==> src/design/prs_pkg.sv <==
// Shared constants for the host-bus reset, request, error and stop block
package prs_pkg;

  // ----------------------------------------------------------------
  // Pin levels
  // ----------------------------------------------------------------
  localparam logic PIN_ACTIVE = 1'h0; // Bus control lines are active low
  localparam logic PIN_IDLE = 1'h1; // Deasserted level of a bus line
  localparam logic OE_ON = 1'h1; // Module drives the pin
  localparam logic OE_OFF = 1'h0; // Pin floats

  // ----------------------------------------------------------------
  // Synchroniser shape
  // ----------------------------------------------------------------
  localparam int SYNC_STAGES = 2; // Flip-flops before logic reads a pin
  localparam logic [1:0] SYNC_IDLE = 2'h3; // Reset value of a sync chain

  // ----------------------------------------------------------------
  // Master request states
  // ----------------------------------------------------------------
  typedef enum logic [1:0] {
    M_IDLE,
    M_REQ,
    M_OWN
  } mst_state_type;

endpackage

==> src/design/prs_core.sv <==
// Reset, bus request, parity/system error and stop handling for the bus
//
// Function
// RULE_01: Drive own point-to-point bus request when needing bus
// RULE_02: Host reset clears all registers and state machines
// RULE_03: Host reset floats all outputs immediately, asynchronously
// RULE_04: Power-down mode: reset only from auxiliary supply
// RULE_05: Parity error line never used for special cycles
// RULE_06: System error line reports special-cycle and serious errors
// RULE_07: Target stop ends the current master transaction
// RULE_08: Arbiter grant tells device it owns bus
`timescale 1ns/10ps
module prs_core (
  input wire logic i_clk, // Bus clock, 20 MHz
  input wire logic i_rst_n, // Host reset or aux supply good, async
  input wire logic i_pd_mode, // Strap: power-down-enable configuration
  input wire logic i_need_bus, // Core wants bus ownership
  input wire logic i_data_par_err, // Data parity error detected, pulse
  input wire logic i_special_cycle, // Current transaction is special cycle
  input wire logic i_addr_par_err, // Error warranting system attention
  input wire logic i_stop_req, // Core as target asks master to stop
  input wire logic i_bus_grant_line_n, // Grant from arbiter
  input wire logic i_target_stop_line_n, // Stop line as seen on bus
  output logic o_bus_request_line_n, // Request to arbiter
  output logic o_bus_request_line_oe, // Request driver enable
  output logic o_data_parity_error_line_n, // Parity error line value
  output logic o_data_parity_error_line_oe, // Parity error driver enable
  output logic o_system_error_line_n, // Open-drain value, always low
  output logic o_system_error_line_oe, // Open-drain pull enable
  output logic o_target_stop_line_n, // Stop line value
  output logic o_target_stop_line_oe, // Stop line driver enable
  output logic o_test_pins_oe, // Boundary-scan output enable
  output logic o_granted, // Core owns the bus
  output logic o_master_stop, // One-cycle: end master transaction now
  output logic o_pd_mode // Latched configuration strap
);

  // ----------------------------------------------------------------
  // Declarations
  // ----------------------------------------------------------------
  logic [1:0] gnt_sync_q; // Grant synchroniser, bit 0 is first stage
  logic [1:0] stop_sync_q; // Stop synchroniser, bit 0 is first stage
  prs_pkg::mst_state_type st_q; // Master request state
  prs_pkg::mst_state_type st_d;
  logic req_q; // Registered request level
  logic req_d;
  logic mstop_q; // Registered stop pulse for the core
  logic mstop_d;
  logic perr_q; // Registered parity error drive
  logic perr_d;
  logic serr_q; // Registered system error pull
  logic serr_d;
  logic tstop_q; // Registered target stop drive
  logic tstop_d;
  logic pd_q; // Configuration strap capture
  logic pd_d;
  logic strap_done_q; // Strap already taken since release
  logic strap_done_d;
  logic gnt_seen; // Grant after the second stage
  logic stop_seen; // Stop after the second stage

  // Active-low line helper: true when the level is asserted
  function automatic logic line_on(input logic lvl);
    line_on = (lvl == prs_pkg::PIN_ACTIVE);
  endfunction

  assign gnt_seen = line_on(gnt_sync_q[1]);
  assign stop_seen = line_on(stop_sync_q[1]);

  // ----------------------------------------------------------------
  // Pin synchronisers
  // ----------------------------------------------------------------
  // Only the second stage is read by any logic
  always_ff @(posedge i_clk or negedge i_rst_n) begin
    if (!i_rst_n) begin
      gnt_sync_q <= prs_pkg::SYNC_IDLE; // [RULE_02]
      stop_sync_q <= prs_pkg::SYNC_IDLE; // [RULE_02]
    end else begin
      gnt_sync_q <= {gnt_sync_q[0], i_bus_grant_line_n};
      stop_sync_q <= {stop_sync_q[0], i_target_stop_line_n};
    end
  end

  // ----------------------------------------------------------------
  // Master request state machine, next values
  // ----------------------------------------------------------------
  always_comb begin
    st_d = st_q;
    req_d = 1'h0;
    mstop_d = 1'h0;
    case (st_q)
      // Nothing pending
      prs_pkg::M_IDLE: begin
        if (i_need_bus) begin
          st_d = prs_pkg::M_REQ;
          req_d = 1'h1; // [RULE_01]
        end
      end
      // Request raised, waiting for the arbiter
      prs_pkg::M_REQ: begin
        if (!i_need_bus) begin
          st_d = prs_pkg::M_IDLE;
        end else if (gnt_seen) begin
          st_d = prs_pkg::M_OWN; // [RULE_08]
          req_d = 1'h1;
        end else begin
          req_d = 1'h1; // [RULE_01]
        end
      end
      // Bus owned; a target stop ends the transaction
      prs_pkg::M_OWN: begin
        if (stop_seen) begin
          st_d = prs_pkg::M_IDLE;
          mstop_d = 1'h1; // [RULE_07]
        end else if (!i_need_bus) begin
          st_d = prs_pkg::M_IDLE;
        end else begin
          req_d = 1'h1;
        end
      end
      default: begin
        st_d = prs_pkg::M_IDLE;
      end
    endcase
  end

  // ----------------------------------------------------------------
  // Error and stop drive, next values
  // ----------------------------------------------------------------
  // Special-cycle parity errors go to the system error line instead,
  // because no single agent owns a broadcast's data phase
  always_comb begin
    perr_d = i_data_par_err && !i_special_cycle; // [RULE_05]
    serr_d = i_addr_par_err ||
             (i_data_par_err && i_special_cycle); // [RULE_06]
    tstop_d = i_stop_req; // [RULE_07]
    pd_d = pd_q;
    strap_done_d = 1'h1;
    if (!strap_done_q) begin
      pd_d = i_pd_mode; // Strap is caught once, after release
    end
  end

  // ----------------------------------------------------------------
  // All state registers except the pin synchronisers
  // ----------------------------------------------------------------
  always_ff @(posedge i_clk or negedge i_rst_n) begin
    if (!i_rst_n) begin
      st_q <= prs_pkg::M_IDLE; // [RULE_02]
      req_q <= 1'h0;
      mstop_q <= 1'h0;
      perr_q <= 1'h0;
      serr_q <= 1'h0;
      tstop_q <= 1'h0;
      pd_q <= 1'h0;
      strap_done_q <= 1'h0;
    end else begin
      st_q <= st_d;
      req_q <= req_d;
      mstop_q <= mstop_d;
      perr_q <= perr_d;
      serr_q <= serr_d;
      tstop_q <= tstop_d;
      pd_q <= pd_d;
      strap_done_q <= strap_done_d;
    end
  end

  // ----------------------------------------------------------------
  // Pin outputs
  // ----------------------------------------------------------------
  // Enables are gated straight by the reset pin so the bus floats with
  // no clock edge; in power-down mode that pin is the aux supply good
  // level, so only a power-up clears the block [RULE_04]
  assign o_bus_request_line_n = req_q ? prs_pkg::PIN_ACTIVE
                                      : prs_pkg::PIN_IDLE; // [RULE_01]
  assign o_bus_request_line_oe = i_rst_n ? prs_pkg::OE_ON
                                         : prs_pkg::OE_OFF; // [RULE_03]
  assign o_data_parity_error_line_n = perr_q ? prs_pkg::PIN_ACTIVE
                                             : prs_pkg::PIN_IDLE;
  assign o_data_parity_error_line_oe = (i_rst_n && perr_q) ? prs_pkg::OE_ON
                                       : prs_pkg::OE_OFF; // [RULE_03]
  assign o_system_error_line_n = prs_pkg::PIN_ACTIVE;
  assign o_system_error_line_oe = (i_rst_n && serr_q) ? prs_pkg::OE_ON
                                  : prs_pkg::OE_OFF; // [RULE_06]
  assign o_target_stop_line_n = tstop_q ? prs_pkg::PIN_ACTIVE
                                        : prs_pkg::PIN_IDLE;
  assign o_target_stop_line_oe = (i_rst_n && tstop_q) ? prs_pkg::OE_ON
                                 : prs_pkg::OE_OFF; // [RULE_03]
  assign o_test_pins_oe = i_rst_n ? prs_pkg::OE_ON
                                  : prs_pkg::OE_OFF; // [RULE_03]
  assign o_granted = (st_q == prs_pkg::M_OWN);
  assign o_master_stop = mstop_q;
  assign o_pd_mode = pd_q;
endmodule

==> config.mk <==
export PLATFORM = sky130hd
export DESIGN_NAME = prs_core
export DESIGN_NICKNAME = d
export VERILOG_FILES = /design/src/design/prs_pkg.sv /design/src/design/prs_core.sv
export SDC_FILE = /design/constraint.sdc
export NUM_CORES = 1
export LEC_CHECK = 0
export BUFFER_PORTS_ARGS = -buffer_cell sky130_fd_sc_hd__buf_2
export CORE_AREA = 2 2 39 41
export CTS_CLUSTER_DIAMETER = 200
export CTS_CLUSTER_SIZE = 24
export DETAILED_ROUTE_END_ITERATION = 10
export DIE_AREA = 0 0 41 43
export SYNTH_ARGS = -nofsm -noshare
export SYNTH_HDL_FRONTEND = slang
export SYNTH_SLANG_ARGS = --single-unit
==> constraint.sdc <==
create_clock -name i_clk -period 1.1 [get_ports i_clk]
set_input_delay 0.11 -clock i_clk [delete_from_list [all_inputs] [get_ports i_clk]]
set_output_delay 0.11 -clock i_clk [all_outputs]
set_load 0.01 [all_outputs]
==> reports/metrics.cfg <==
[status]
status = complete, no violations

[worst_hold_path]
worstHoldEndpoint = serr_q$_DFF_PN0_
hp-class = input port to register
worstHoldStart = i_addr_par_err
min_path_cells = 2

[clock_tree]
cts_tree = yes
clock_latency_ns = 0.27
h-tree-depth = 1
cts_buffers = 3
cts.sinks = 13
clockBufferDepth = 2
cts_root_buffer = clkbuf_4
clk_pin_slew_ns = 0.07

[final_layout]
fin_nets = 80
diodes = 0
final_core_utilization_pct = 51.6
final_common_cell = buf_2
top_regs = gnt_sync_q: 2 flops, st_q: 2 flops, stop_sync_q: 2 flops
mostFrequentLayoutCells = buf_2, dfrtp_1, inv_1, dlygate4sd3_1, buf_4
syn_to_final_growth_pct = 46.0
drive_gt1_share_pct = 52.2

[critical_path]
path_max_fanout = 3
cp-start-kind = register
ff2ff_path_depth = 4
crit_path_top_delay_cell = dfrtp_1
arrival_ns = 0.93
crit_path_end_kind = output pin
crit_chain = nand2b_4 > inv_2 > buf_6
reg2reg_slack_ns = 0.10
r2r-end = req_q$_DFF_PN0_
crit_path_max_incr_delay_ns = 0.38
startpoint = st_q[0]$_DFFE_PN0P_
r2r-start = st_q[0]$_DFFE_PN0P_
crit_type = register to output pin
critPathRequiredTime_ns = 0.99

[global_routing]
grt_pass1_wl_um = 1210
grt_usage_pct = 11.1
grt-ovfl-total = 0
antenna_found_initial = 0
grt_pass1_vias = 297
grt_max_degree = 11

[detailed_routing]
wirelength_um = 809
via_count = 341
drc = 0
ant_nets = 0
wl_per_cell_um = 9.52
drt-vias-per-instance = 4.01
drtPass1Iterations = 2
drtIter0Drc = 2

[timing]
post-route-period-util_pct = 94.7
finalMaxSlewViolations = 0
fin_crit_ns = 1.04
skew_ns = 0.00151
clock.fmax_mhz = 960
setup_viol = 0
hold_viol = 0
worst_slack_ns = 0.0585

[logic_synthesis]
synth-simple-area-share_pct = 12.0
yosys_warnings = 0
avgSynthCellArea_um2 = 12.9
synthXorXnorAreaFrac_pct = 0
syn_nets = 48
synthCells = 38
ys_seq_area_share_pct = 67.5
ys_types = 16
synthMuxAreaShare_pct = 2.30
synth_top_family_by_area = simple AND/OR/NAND/NOR gates
synth_compound_area_share_pct = 7.42
synth.cell_area_um2 = 489
ys_ff_latch = 13
synth_adder_area_share_pct = 0

[floorplanning]
core_um2 = 1380
rows = 14
dieArea_um2 = 1760
io_pins = 22
die_w_um = 41
dieHeight_um = 43
start_util_pct = 35.4

[place]
gp_congestion = 0.630
dpl.hpwl_um = 536
pre_cts_ws_ns = 0.227
port-buffer-count = 20

[pwr]
ir_drop_v = 0.000712
power_density_nw_per_um2 = 1310
cellLeakagePower_nw = 0.377

[run]
maxCapViolations = 0

worst max-delay path by stage:
stage,to,cells after the start
2_1_floorplan,o_pd_mode$_DFFE_PN0N_,1
3_3_place_gp,st_q[1]$_DFFE_PN0P_,2
3_5_place_dp,o_granted,3
4_1_cts,o_granted,3
5_1_grt,o_granted,3
6_report,o_granted,3
worst max-delay path, delay by kind of cell (launching register included):
family,cells,cell delay [ns]
AND/OR/NAND/NOR,1,0.15
flip-flops,1,0.38
buffers and inverters,2,0.14
where the power goes:
| part | switching [mW] | leakage [nW] | total [mW] | internal [mW] |
|---|---|---|---|---|
| sequential | 0.0137 | 0.152 | 0.525 | 0.511 |
| combinational | 0.0571 | 0.210 | 0.133 | 0.0757 |
| clock | 0.139 | 0.0150 | 0.279 | 0.140 |
layout make-up:
class,instances,area [um2]
well taps,16,20.0
inverters,6,22.5
fillers,137,669
multi-input cells,16,121
flip-flops and latches,13,330
clock buffers,4,26.3
repair buffers,30,194
Yosys cell counts, drive strengths merged:
library cell / number / area, um2
buf: 3 / 22.5
inv: 6 / 22.5
dfstp: 4 / 105
nor2b: 1 / 6.26
a21o: 1 / 7.51
a21oi: 1 / 5.00
nand2: 1 / 3.75
a21boi: 1 / 7.51
nor2: 1 / 3.75
conb: 2 / 7.51
dfrtp: 9 / 225
mux2: 1 / 11.3
o32ai: 1 / 16.3
nand2b: 3 / 26.3
and2: 3 / 18.8
logic make-up after synthesis:
| family | count (synthesis) |
|---|---|
| flip-flops | 13 |
| AND/OR/NAND/NOR | 9 |
| buffers and inverters | 9 |
| AO/OA/AOI/OAI | 4 |
| other | 2 |
| multiplexers | 1 |
metrics by stage:
stage          hold slack, ns  total power [mW]  setup TNS, ns  instances  area, um2
6_report               0.0358             0.936              0         85        714
4_1_cts                0.0301             0.948              0         82        686
2_1_floorplan          -0.186             0.584              0         38        489
5_1_grt                0.0229              1.01       -0.00709         85        714
3_3_place_gp          -0.0628             0.631              0         72        594
3_5_place_dp          -0.0534             0.634              0         72        594
what timing repair did:
item | in CTS | in global routing
pin swaps | 0 | 0
hold buffers | 5 | 0
endpoints found under the hold margin | 13 | 0
buffers inserted | 1 | 3
endpoints found under the setup margin | 1 | 1
resized for setup | 1 | 2
layer usage:
metal  share of wire, %  up-vias  GRT usage, %
li1                   -      172             -
met1                 39      160          11.6
met2                 56        9          17.8
met3                4.4        0          4.71
met4                  0        0          6.00
met5                  0        -             0
(Power assumes the default switching activity.)
